### src/node_pkg.sv
// Package with constants and types for the fieldbus node supervision block
package node_pkg;
  localparam int PORTS = 2;
  localparam int OUT_WIDTH = 16;
  localparam int CLK_HZ = 20000000;
  localparam int FLASH_MS = 500;
  localparam int FLASH_CYCLES = (CLK_HZ / 1000) * FLASH_MS;
  localparam int INIT_US = 10;
  localparam int INIT_CYCLES = (CLK_HZ / 1000000) * INIT_US;
  // APB register byte addresses
  localparam logic [7:0] ADDR_CTRL = 8'h00;
  localparam logic [7:0] ADDR_STATUS = 8'h04;
  localparam logic [7:0] ADDR_IRQ_STAT = 8'h08;
  localparam logic [7:0] ADDR_IRQ_MASK = 8'h0c;
  localparam logic [7:0] ADDR_DIAG = 8'h10;
  localparam logic [7:0] ADDR_OUT = 8'h14;
  // Control register fields
  localparam int CTRL_TOOL0 = 0;
  localparam int CTRL_TOOL1 = 1;
  localparam logic [1:0] CTRL_RESET = 2'h0;
  // Event bits, shared by interrupt status and mask
  localparam int EV_PARAM_OK = 0;
  localparam int EV_CONFIG_OK = 1;
  localparam int EV_BUS_TIMEOUT = 2;
  localparam int EV_DEV_TIMEOUT = 3;
  localparam int EV_DIAG = 4;
  localparam int EV_WIDTH = 5;
  // Diagnosis bits per port: 0 config failed, 1 wrong connection, 2 disconnected
  localparam int DG_CFG_FAIL = 0;
  localparam int DG_WRONG = 1;
  localparam int DG_DISC = 2;
  localparam int DG_WIDTH = 3;
  // Indicator codes
  localparam logic [1:0] LED_OFF = 2'h0;
  localparam logic [1:0] LED_GREEN = 2'h1;
  localparam logic [1:0] LED_RED = 2'h2;
  localparam logic [1:0] LED_RED_FLASH = 2'h3;
  typedef enum logic [1:0] {
    INIT, AWAITING_PARAMETERS, AWAITING_CONFIGURATION, CYCLIC_EXCHANGE
  } phase_t;
endpackage

### src/node_port_check.sv
// Per-port configuration and connection check with tool change handling
`timescale 1ns/1ps
module node_port_check
  import node_pkg::*;
(
  input wire logic ref_clk,
  input wire logic rst,
  input wire logic startCheck,
  input wire logic running,
  input wire logic toolChange,
  input wire logic configured,
  input wire logic present,
  input wire logic otherBlocks,
  output logic blocksOther,
  output logic active,
  output logic mapped,
  output logic [DG_WIDTH-1:0] diag
);
  typedef struct packed {
    logic blocks;
    logic active;
    logic mapped;
    logic [DG_WIDTH-1:0] diag;
  } state_t;
  state_t s_q, s_d;

  always_comb begin
    s_d = s_q;
    if (startCheck) begin
      s_d = '0;
      if (toolChange) begin
        s_d.active = configured;
      end else if (configured && !present) begin
        s_d.diag[DG_CFG_FAIL] = 1'b1;
        s_d.blocks = 1'b1;
      end else if (!configured && present) begin
        s_d.diag[DG_WRONG] = 1'b1;
        s_d.blocks = 1'b1;
      end else begin
        s_d.active = configured;
        s_d.mapped = configured && present;
      end
    end else if (running) begin
      if (otherBlocks) begin
        s_d.active = 1'b0;
        s_d.mapped = 1'b0;
      end
      if (toolChange && s_q.active) begin
        s_d.mapped = present;
        s_d.diag[DG_DISC] = !present;
      end
    end
  end

  always_ff @(posedge ref_clk) begin
    if (rst) begin
      s_q <= '0;
    end else begin
      s_q <= s_d;
    end
  end

  assign blocksOther = s_q.blocks;
  assign active = s_q.active;
  assign mapped = s_q.mapped;
  assign diag = s_q.diag;
endmodule // node_port_check

### src/fieldbus_node_state_failsafe.sv
// Fieldbus node phase control, fail-state output policy, indicators and APB registers
//
// The implementer's own choices: register access over APB and the register addresses.
`timescale 1ns/1ps
module fieldbus_node_state_failsafe
  import node_pkg::*;
#(
  parameter int FLASH_COUNT = FLASH_CYCLES,
  parameter int INIT_COUNT = INIT_CYCLES
)(
  input wire logic ref_clk,
  input wire logic rst,
  input wire logic psel,
  input wire logic penable,
  input wire logic pwrite,
  input wire logic [7:0] paddr,
  input wire logic [31:0] pwdata,
  output logic [31:0] prdata,
  output logic pready,
  output logic pslverr,
  input wire logic failStateSwitchPin,
  input wire logic failStateForceOnPin,
  input wire logic [PORTS-1:0] devicePresentPin,
  input wire logic [PORTS-1:0] deviceTimeoutPin,
  input wire logic paramValid,
  input wire logic paramOk,
  input wire logic [PORTS-1:0] paramToolChange,
  input wire logic configValid,
  input wire logic [PORTS-1:0] configPorts,
  input wire logic busTimeout,
  input wire logic busFault,
  input wire logic commReset,
  input wire logic dataValid,
  input wire logic [OUT_WIDTH-1:0] dataOut,
  output logic [OUT_WIDTH-1:0] outputs,
  output logic [1:0] phase,
  output logic exchangeActive,
  output logic [PORTS-1:0] portMapped,
  output logic [1:0] busFaultIndicator,
  output logic [1:0] firstPortIndicator,
  output logic [1:0] secondPortIndicator,
  output logic irq
);
  localparam int FW = $clog2(FLASH_COUNT + 1);
  localparam int IW = $clog2(INIT_COUNT + 1);

  typedef struct packed {
    phase_t phase;
    logic [IW-1:0] initCnt;
    logic [FW-1:0] flashCnt;
    logic flash;
    logic busLost;
    logic [PORTS-1:0] toolChange;
    logic [OUT_WIDTH-1:0] outputs;
    logic [EV_WIDTH-1:0] irqStat;
    logic [EV_WIDTH-1:0] irqMask;
    logic [31:0] prdata;
    logic [1:0] swSync1;
    logic [1:0] swSync2;
    logic [PORTS-1:0] presSync1;
    logic [PORTS-1:0] presSync2;
    logic [PORTS-1:0] toSync1;
    logic [PORTS-1:0] toSync2;
  } state_t;
  state_t s_q, s_d;

  logic startCheck;
  logic running;
  logic [PORTS-1:0] blocksOther;
  logic [PORTS-1:0] portActive;
  logic [PORTS-1:0] mappedW;
  logic [DG_WIDTH-1:0] diagW [PORTS];
  logic [PORTS-1:0] devFault;
  logic [EV_WIDTH-1:0] events;
  logic apbWr;
  logic apbRd;
  logic addrOk;
  logic failHold;
  logic failOn;
  logic busDown;
  logic configMatch;
  logic anyDiag;

  assign startCheck = (s_q.phase == AWAITING_CONFIGURATION) && configValid;
  assign running = (s_q.phase == CYCLIC_EXCHANGE);

  genvar g;
  generate
    for (g = 0; g < PORTS; g++) begin : gPort
      node_port_check uCheck (
        .ref_clk(ref_clk),
        .rst(rst),
        .startCheck(startCheck),
        .running(running),
        .toolChange(s_q.toolChange[g]),
        .configured(configPorts[g]),
        .present(s_q.presSync2[g]),
        .otherBlocks(blocksOther[PORTS-1-g]),
        .blocksOther(blocksOther[g]),
        .active(portActive[g]),
        .mapped(mappedW[g]),
        .diag(diagW[g])
      );
      assign devFault[g] = portActive[g] && s_q.toSync2[g];
    end
  endgenerate

  // Without tool change the configured set must equal what is attached
  always_comb begin
    configMatch = 1'b1;
    for (int i = 0; i < PORTS; i++) begin
      if (!s_q.toolChange[i] && (configPorts[i] != s_q.presSync2[i])) begin
        configMatch = 1'b0;
      end
    end
  end

  assign anyDiag = |{diagW[0], diagW[1]};
  assign failHold = s_q.swSync2[0];
  assign failOn = s_q.swSync2[1];
  assign busDown = busTimeout || busFault || commReset;
  assign addrOk = (paddr == ADDR_CTRL) || (paddr == ADDR_STATUS) ||
                  (paddr == ADDR_IRQ_STAT) || (paddr == ADDR_IRQ_MASK) ||
                  (paddr == ADDR_DIAG) || (paddr == ADDR_OUT);
  assign apbWr = psel && penable && pwrite;
  assign apbRd = psel && !penable && !pwrite;

  always_comb begin
    events = '0;
    events[EV_PARAM_OK] = (s_q.phase == AWAITING_PARAMETERS) && paramValid && paramOk;
    events[EV_CONFIG_OK] = startCheck && configMatch;
    events[EV_BUS_TIMEOUT] = (s_q.phase != INIT) && busDown;
    events[EV_DEV_TIMEOUT] = running && (|devFault);
    events[EV_DIAG] = running && anyDiag;
  end

  always_comb begin
    s_d = s_q;
    s_d.swSync1 = {failStateForceOnPin, failStateSwitchPin};
    s_d.swSync2 = s_q.swSync1;
    s_d.presSync1 = devicePresentPin;
    s_d.presSync2 = s_q.presSync1;
    s_d.toSync1 = deviceTimeoutPin;
    s_d.toSync2 = s_q.toSync1;
    if (s_q.flashCnt == FW'(FLASH_COUNT - 1)) begin
      s_d.flashCnt = '0;
      s_d.flash = !s_q.flash;
    end else begin
      s_d.flashCnt = s_q.flashCnt + FW'(1);
    end
    case (s_q.phase)
      INIT: begin
        if (s_q.initCnt == IW'(INIT_COUNT - 1)) begin
          s_d.phase = AWAITING_PARAMETERS;
        end else begin
          s_d.initCnt = s_q.initCnt + IW'(1);
        end
      end
      AWAITING_PARAMETERS: begin
        if (busDown) begin
          s_d.phase = AWAITING_PARAMETERS;
        end else if (paramValid && paramOk) begin
          s_d.toolChange = paramToolChange;
          s_d.phase = AWAITING_CONFIGURATION;
          s_d.busLost = 1'b0;
        end
      end
      AWAITING_CONFIGURATION: begin
        if (busDown) begin
          s_d.phase = AWAITING_PARAMETERS;
        end else if (configValid && configMatch) begin
          s_d.phase = CYCLIC_EXCHANGE;
        end
      end
      CYCLIC_EXCHANGE: begin
        if (busDown) begin
          s_d.phase = AWAITING_PARAMETERS;
          s_d.busLost = 1'b1;
        end else if (dataValid && !(|devFault)) begin
          s_d.outputs = dataOut;
        end
      end
      default: s_d.phase = INIT;
    endcase
    // Fail-state action is taken in the cycle the fault is seen
    if ((running && busDown) || (running && (|devFault) && !busDown)) begin
      if (failHold) begin
        s_d.outputs = s_q.outputs;
      end else if (failOn && busDown) begin
        s_d.outputs = '1;
      end else begin
        s_d.outputs = '0;
      end
    end
    // Sticky events: a new event wins over a write-one-to-clear
    if (apbWr && paddr == ADDR_IRQ_STAT) begin
      s_d.irqStat = s_q.irqStat & ~pwdata[EV_WIDTH-1:0];
    end
    s_d.irqStat = s_d.irqStat | events;
    if (apbWr && paddr == ADDR_IRQ_MASK) begin
      s_d.irqMask = pwdata[EV_WIDTH-1:0];
    end
    if (apbWr && paddr == ADDR_CTRL && pwdata[CTRL_RESET]) begin
      s_d.phase = AWAITING_PARAMETERS;
    end
    if (apbRd) begin
      case (paddr)
        ADDR_CTRL: s_d.prdata = 32'(s_q.toolChange);
        ADDR_STATUS: s_d.prdata = 32'({s_q.flash, s_q.busLost, devFault, s_q.phase});
        ADDR_IRQ_STAT: s_d.prdata = 32'(s_q.irqStat);
        ADDR_IRQ_MASK: s_d.prdata = 32'(s_q.irqMask);
        ADDR_DIAG: s_d.prdata = running ? 32'({diagW[1], diagW[0]}) : 32'h0;
        ADDR_OUT: s_d.prdata = 32'(s_q.outputs);
        default: s_d.prdata = 32'h0;
      endcase
    end
  end

  always_ff @(posedge ref_clk) begin
    if (rst) begin
      s_q <= '0;
      s_q.phase <= INIT;
    end else begin
      s_q <= s_d;
    end
  end

  // Indicator driving: port red on device timeout, bus flashes after loss
  function automatic logic [1:0] portLed(input logic act, input logic flt,
                                         input logic [DG_WIDTH-1:0] dg);
    if (flt || (|dg)) begin
      return LED_RED;
    end else if (act) begin
      return LED_GREEN;
    end
    return LED_OFF;
  endfunction

  always_comb begin
    firstPortIndicator = portLed(portActive[0] && running, devFault[0] && running, diagW[0]);
    secondPortIndicator = portLed(portActive[1] && running, devFault[1] && running, diagW[1]);
    if (s_q.busLost || (s_q.phase == AWAITING_CONFIGURATION)) begin
      // The code itself means flashing; the blink phase is only reported in status
      busFaultIndicator = LED_RED_FLASH;
    end else begin
      busFaultIndicator = LED_OFF;
    end
  end

  assign outputs = s_q.outputs;
  assign phase = s_q.phase;
  assign exchangeActive = running;
  assign portMapped = mappedW;
  assign irq = |(s_q.irqStat & s_q.irqMask);
  assign prdata = s_q.prdata;
  assign pready = 1'b1;
  assign pslverr = psel && penable && !addrOk;
endmodule // fieldbus_node_state_failsafe

### config.mk
export PLATFORM = sky130hd
export DESIGN_NAME = fieldbus_node_state_failsafe
export DESIGN_NICKNAME = d
export VERILOG_FILES = /design/src/node_pkg.sv /design/src/node_port_check.sv /design/src/fieldbus_node_state_failsafe.sv
export SDC_FILE = /design/constraint.sdc
export NUM_CORES = 1
export LEC_CHECK = 0
export BUFFER_PORTS_ARGS = -buffer_cell sky130_fd_sc_hd__buf_4
export CAP_MARGIN = 20
export CORE_ASPECT_RATIO = 0.75
export CORE_UTILIZATION = 48
export CTS_CLUSTER_DIAMETER = 30
export DETAILED_ROUTE_END_ITERATION = 8
export PLACE_DENSITY_LB_ADDON = 0.3
export SETUP_SLACK_MARGIN = 0.05
export SYNTH_ARGS = -nofsm -noshare
export SYNTH_HDL_FRONTEND = slang
export SYNTH_SLANG_ARGS = --single-unit
### constraint.sdc
create_clock -name ref_clk -period 1.9 [get_ports ref_clk]
set_input_delay 0.38 -clock ref_clk [delete_from_list [all_inputs] [get_ports ref_clk]]
set_output_delay 0.38 -clock ref_clk [all_outputs]
set_load 0.1 [all_outputs]
After elaboration in Yosys (flattened, before gate mapping)
Index checks and enable logic that the tools add are counted.

Equality and inequality tests: 24. Reduce and logical (&&, ||, !) cells: 92. Add/subtract/negate cells: 2. Bitwise operators: 6. Muxes and demuxes: 62.

Operator list (number): $mux 16 (6); $pmux 16 s6 (1); $mux 2 (23); $logic_and 1x1->1 (38); $add 24x1->24 const B (1); $eq 24x24->1 const B (1); $mux 1 (22); $mux 3 (6); $eq 8x4->1 const B (2); $eq 8x5->1 const B (2); $reduce_and 4->1 (4); $reduce_and 2->1 (7); $reduce_bool 2->1 (7); $logic_not 1->1 (12); $logic_or 1x1->1 (11); $and 5x5->5 (2); $add 8x1->8 const B (1); $eq 8x3->1 const B (1); $eq 8x8->1 const B (1); $logic_not 8->1 (1); $ne 4x2->1 const B (2); $pmux 2 s4 (1); $reduce_or 2->1 (4); $mux 6 (1); 19 further kinds (29).

Output and inout port bits: 62. Flip-flop bits (word level): 120. Input bits: 78. Word-level logic and storage cells: 213.

Depth between registers and ports, before layout
Depth in word-level cells: 9. Gate-level depth with buffers: 7. Gate-level depth less buffers: 7.

By module
Synthesis repeated with hierarchy kept, for this count alone.

Cell total of the unflattened synthesis: 607. Area, all modules: 5361.4 µm².

By module, submodules not included: fieldbus_node_state_failsafe (area each 4650.7 µm², cells each 529, seq. area each 1841.8 µm², instances 1); node_port_check (area each 355.3 µm², cells each 39, seq. area each 120.1 µm², instances 2).

Worst setup path before layout
Ideal clock, no wire load.

Path kind: reg-to-output. Start point: reg phase[0] (netlist name). End point: out firstPortIndicator[0]. Stages on the path, launching flop included: 6. Data required time: 1.520 ns. Setup slack: -1.699 ns. Arrival time: 3.219 ns. Buffers on the path: 2. Cells stage by stage: dfxtp_1 ha_1 clkbuf_1 clkbuf_1 a31o_2 nor2_1.

Cells in the longest elaborated chain, start to end: 5. Elaborated cells between the ends (all ways): 8. Classes of those cells: eq/ne (1); mux (4); reduce/logical (3).

RTL lines: $eq 2x2->1 (*) (line fieldbus_node_state_failsafe.sv:85) `assign running = (s_q.phase == CYCLIC_EXCHANGE);`; via exchangeActive (line fieldbus_node_state_failsafe.sv:37) `output logic exchangeActive,`; $logic_and 1x1->1 (line fieldbus_node_state_failsafe.sv:240) `firstPortIndicator = portLed(portActive[0] && running, devFault[0] && running, diagW[0]);`; $mux 1 / $logic_or 1x1->1 (equally long branches) (line fieldbus_node_state_failsafe.sv:233, fieldbus_node_state_failsafe.sv:231); $mux 1 / $mux 2 (equally long branches) (line fieldbus_node_state_failsafe.sv:231) `if (flt || (|dg)) begin`; $mux 2 (*) (line fieldbus_node_state_failsafe.sv:236) `return LED_OFF;`; end, declared (line fieldbus_node_state_failsafe.sv:40) `output logic [1:0] firstPortIndicator,`.

Mark *: on every way through the listed nets, which the timed path passes. The rest lies on a longest branch.

Worst setup path after layout
Start point: reg s_q[91] in the netlist's numbering. End point: reg s_q[90] in the netlist's numbering.

Cells in the longest elaborated chain, start to end: 2.

RTL lines: start, declared (line fieldbus_node_state_failsafe.sv:65) `state_t s_q, s_d;`; $eq 24x24->1 (line fieldbus_node_state_failsafe.sv:145) `if (s_q.flashCnt == FW'(FLASH_COUNT - 1)) begin`; $reduce_or 2->1 (no line).

No other way between the ends. A chain may end at the register's enable or synchronous reset.

==> impl_metrics.toml <==
[worst_setup_path]
critical-path-top-delay-family = "simple AND/OR/NAND/NOR gates"
crit-reg2reg-capture = "s_q[90]$_SDFF_PP0_"
crit_type = "register to register"
r2r_cells = 6
arrival_worst_endpoint_ns = 2.22
ff2ff_setup_slack_ns = -0.08
worstPathCellList = "or4_4 -> nor4_4 -> nand4_1 -> nand2b_4 -> clkbuf_16 -> nor2_1"
crit_cells = 6
crit_path_top_delay_cell = "sky130_fd_sc_hd__or4_4"
timing.critical_path.buf_inv = 1
timing.rr.start = "s_q[91]$_SDFF_PP0_"
crit_fanout = 6
critPathLaunchType = "register"
critPathMaxStageDelay_ns = 0.55
endpoint_type_of_the_worst_setup_path = "register"
timing.critical_path.required_ns = 2.14

[placement]
place.gp.congestion = 0.834
detailed_place_hpwl_mm = 8.71
portBuffers = 95

[logic_synthesis]
synthArstFlopShare_pct = 0
yosys.area.top_type_share_pct = 40.4
synth_area_leader_cell = "sky130_fd_sc_hd__dfxtp_1"
ys_seq_elements = 104
number_of_cells_produced_by_synthesis = 607
dominantRegCellSynth = "sky130_fd_sc_hd__dfxtp_1"
yosysWarningCount = 0
syn-cell-area_um2 = 5150
ys_types = 55
seq_area_frac_synth_pct = 40.4
yosys-top-cells-area = "sky130_fd_sc_hd__dfxtp_1 (40%), sky130_fd_sc_hd__buf_4 (8.0%), sky130_fd_sc_hd__nor2_1 (5.8%)"
synth_enable_flop_cells = 0
synthesis.area_per_instance_um2 = 8.49

[cts]
cts-buffers-inserted = 9
tritoncts = "built"
maximum_level_of_the_cts_h_tree = 3
cts.sink_count = 104
cts-root-to-sink-buffers = 2
cts.clk_slew.worst_paths_ns = 0.07
clock_tree.root_cell = "sky130_fd_sc_hd__clkbuf_16"
clk_latency_ns = 0.35

[power]
power_frac_comb_pct = 10.9
powerDensity_nw_per_um2 = 671
clock_power_share_pct = 39.6
vdd_drop_max_v = 0.000431
p_sw_mw = 1.18
power.share.switching_pct = 26.5
power.share.sequential_pct = 49.5
leakage_nw = 2.66
cellInternalPower_mw = 3.29

[layout]
post_route_cells_drive_above_1_share_pct = 31.2
final.fill_count = 842
layout.nets = 780
area.sequential_um2 = 2100
post-route-util_pct = 64.4
antenna_cells_inserted = 0
total_area_of_multi_input_combinational_cells_um2 = 2770
synthToLayoutAreaGrowth_pct = 29.5

[status]
run_status = "complete, but fails checks"
failed_checks = "negative setup slack"

[sta]
final.hold.worst_slack_ns = 0.236
clock_period_minus_final_worst_setup_slack_ns = 1.98
tightest_slew_ns = 0.573
setup_ws_ns = -0.0804
rsz_0062_raised_after_global_routing = "yes"
finalSetupViolations = 27
maxSlewHeadroom_pct = 61.8
timing_max_transition_violations_final = 0
min_period_over_period_pct = 104
fmax_ghz = 0.505
finalHoldViolCount = 0
clock_skew_ns = 0.00837

[floorplan]
io-pin-count = 140
core-area_um2 = 10400
start_util_pct = 49.7
horiz_die_dim_um = 122
design.die.area_um2 = 11200
die_height_um = 91.7
row_count = 32

[worst_hold_path]
hp_start = "failStateSwitchPin"
min-delay-path-class = "primary input to register"
whs_endpoint = "s_d[8]$_SDFF_PP0_"
hold-path-cell-count = 2

[routing]
detailedRoute.firstIterationViolations = 349
via_count = 4418
avg_vias_per_cell = 5.33
drt_first_pass_iters = 5
drtAntennaViolNets = 0
drc_errors = 0
routed_wire_length_per_instance_um = 15.3
drt_wl_total_mm = 12.7

[global_route]
number_of_global_route_vias_before_repair = 4023
overall_global_routing_usage_pct = 22.4
grt_overflow = 0
grt_pass1_wl_mm = 19.5
antenna_found_initial = 0
grt_max_degree = 54

[flow_run]
max-cap-violations = 0
==> cells in the final DEF, fill, tap and decap left out, types with 5 or more instances in the layout <==
master	count
sky130_fd_sc_hd__buf_4	124
sky130_fd_sc_hd__dfxtp_1	95
sky130_fd_sc_hd__nor2_1	66
sky130_fd_sc_hd__nand2_1	49
sky130_fd_sc_hd__inv_1	36
sky130_fd_sc_hd__a21oi_1	29
sky130_fd_sc_hd__xnor2_1	17
sky130_fd_sc_hd__conb_1	17
sky130_fd_sc_hd__a22oi_1	16
sky130_fd_sc_hd__nor2b_1	14
sky130_fd_sc_hd__o21ai_0	14
sky130_fd_sc_hd__nor2_4	13
sky130_fd_sc_hd__ha_1	12
sky130_fd_sc_hd__and3_1	11
sky130_fd_sc_hd__xor2_1	11
sky130_fd_sc_hd__clkbuf_16	11
sky130_fd_sc_hd__mux2i_1	10
sky130_fd_sc_hd__a221oi_1	10
sky130_fd_sc_hd__nand4_1	9
sky130_fd_sc_hd__buf_12	9
sky130_fd_sc_hd__nand3_1	7
sky130_fd_sc_hd__nor3_1	7
sky130_fd_sc_hd__a31oi_1	7
sky130_fd_sc_hd__or3_1	6
sky130_fd_sc_hd__a221oi_2	6
sky130_fd_sc_hd__and3b_1	5
sky130_fd_sc_hd__o22ai_1	5
sky130_fd_sc_hd__dfxtp_2	5
==> routing by layer <==
metal / vias to the layer above / wire, um / global-route usage (%)
li1: 2168 / - / -
met1: 2109 / 6120 / 31.2
met2: 130 / 5820 / 34.6
met3: 11 / 653 / 4.54
met4: 0 / 118 / 6.38
met5: - / 0 / 0
==> flip-flops by register name, summed over array words and instances, names as in the netlist <==
signal                    count
failHold                      1
failOn                        1
gPort.uCheck.active           2
gPort.uCheck.blocksOther      2
gPort.uCheck.diag             6
gPort.uCheck.mapped           2
outputs                      16
phase                         2
prdata                       16
s_d                           6
s_q                          50
==> cell type report <==
cell class / count / share of cell area [%]
Inverter: 37 / 2.12
Timing Repair Buffer: 139 / 18.1
Sequential cell: 104 / 31.5
Clock inverter: 5 / 0.600
Multi-Input combinational cell: 397 / 41.5
Tap cell: 136 / 2.55
Clock buffer: 11 / 3.64
==> synth_stat cells, drive strengths merged (4+ instances only) <==
cell type	n
a21oi	30
a221oi	16
a22oi	16
a31oi	8
and3	11
and3b	5
buf	63
clkbuf	22
dfxtp	104
ha	14
inv	37
mux2i	10
nand2	50
nand3	7
nand4	9
nor2	79
nor2b	14
nor3	9
nor4	4
nor4b	4
o21ai	17
o22ai	6
or3	8
xnor2	17
xor2	11
==> power groups by stage <==
stage,combinational (mW),sequential [mW],clock [mW]
CTS,0.445,2.22,1.80
global placement,0.431,2.27,0
floorplan,0.322,2.27,0
finish,0.488,2.22,1.77
global route,0.517,2.22,1.88
detailed placement,0.437,2.27,0
==> worst max-delay path by stage <==
stage	slack (ns)	end	from
final	-0.08	s_q[90]$_SDFF_PP0_	s_q[91]$_SDFF_PP0_
after global routing	-0.16	s_q[90]$_SDFF_PP0_	s_q[91]$_SDFF_PP0_
after CTS	-0.06	firstPortIndicator[0]	gPort[0].uCheck.diag[0]$_SDFFE_PP0P_
after detailed placement	-0.24	outputs[14]$_SDFFE_PP0P_	busFault
after global placement	-0.21	outputs[14]$_SDFFE_PP0P_	busFault
after floorplan	-0.30	firstPortIndicator[0]	phase[1]$_SDFFE_PP0P_
==> through the flow <==
step / TNS [ns] / power, mW / area [um2] / std cells / setup slack, ns
4_1_cts: -0.148 / 4.47 / 6350 / 819 / -0.0585
3_3_place_gp: -4.10 / 2.70 / 5890 / 797 / -0.206
3_5_place_dp: -5.58 / 2.71 / 5890 / 797 / -0.241
2_1_floorplan: -0.609 / 2.59 / 5300 / 622 / -0.304
6_report: -1.55 / 4.48 / 6670 / 829 / -0.0804
5_1_grt: -3.39 / 4.62 / 6670 / 829 / -0.156
==> cells by family after synthesis <==
group | Yosys count | synth area share [%]
other cells | 2 | 0.146
buf+inv | 122 | 13.1
fa+ha+maj | 14 | 3.40
compound gates | 105 | 13.7
xor+xnor | 28 | 4.76
mux | 15 | 3.47
simple gates | 217 | 21.0
flops | 104 | 40.4
==> what timing repair did <==
action                                  in CTS  in global routing
cloned                                       0                  3
gates resized for setup                     34                 46
pin swaps                                    6                 19
buffers inserted                             6                  7
endpoints found under the setup margin      47                 50
endpoints found under the hold margin        0                  0
hold buffers                                 0                  0
Note: power is estimated with default switching activity, not from simulation.
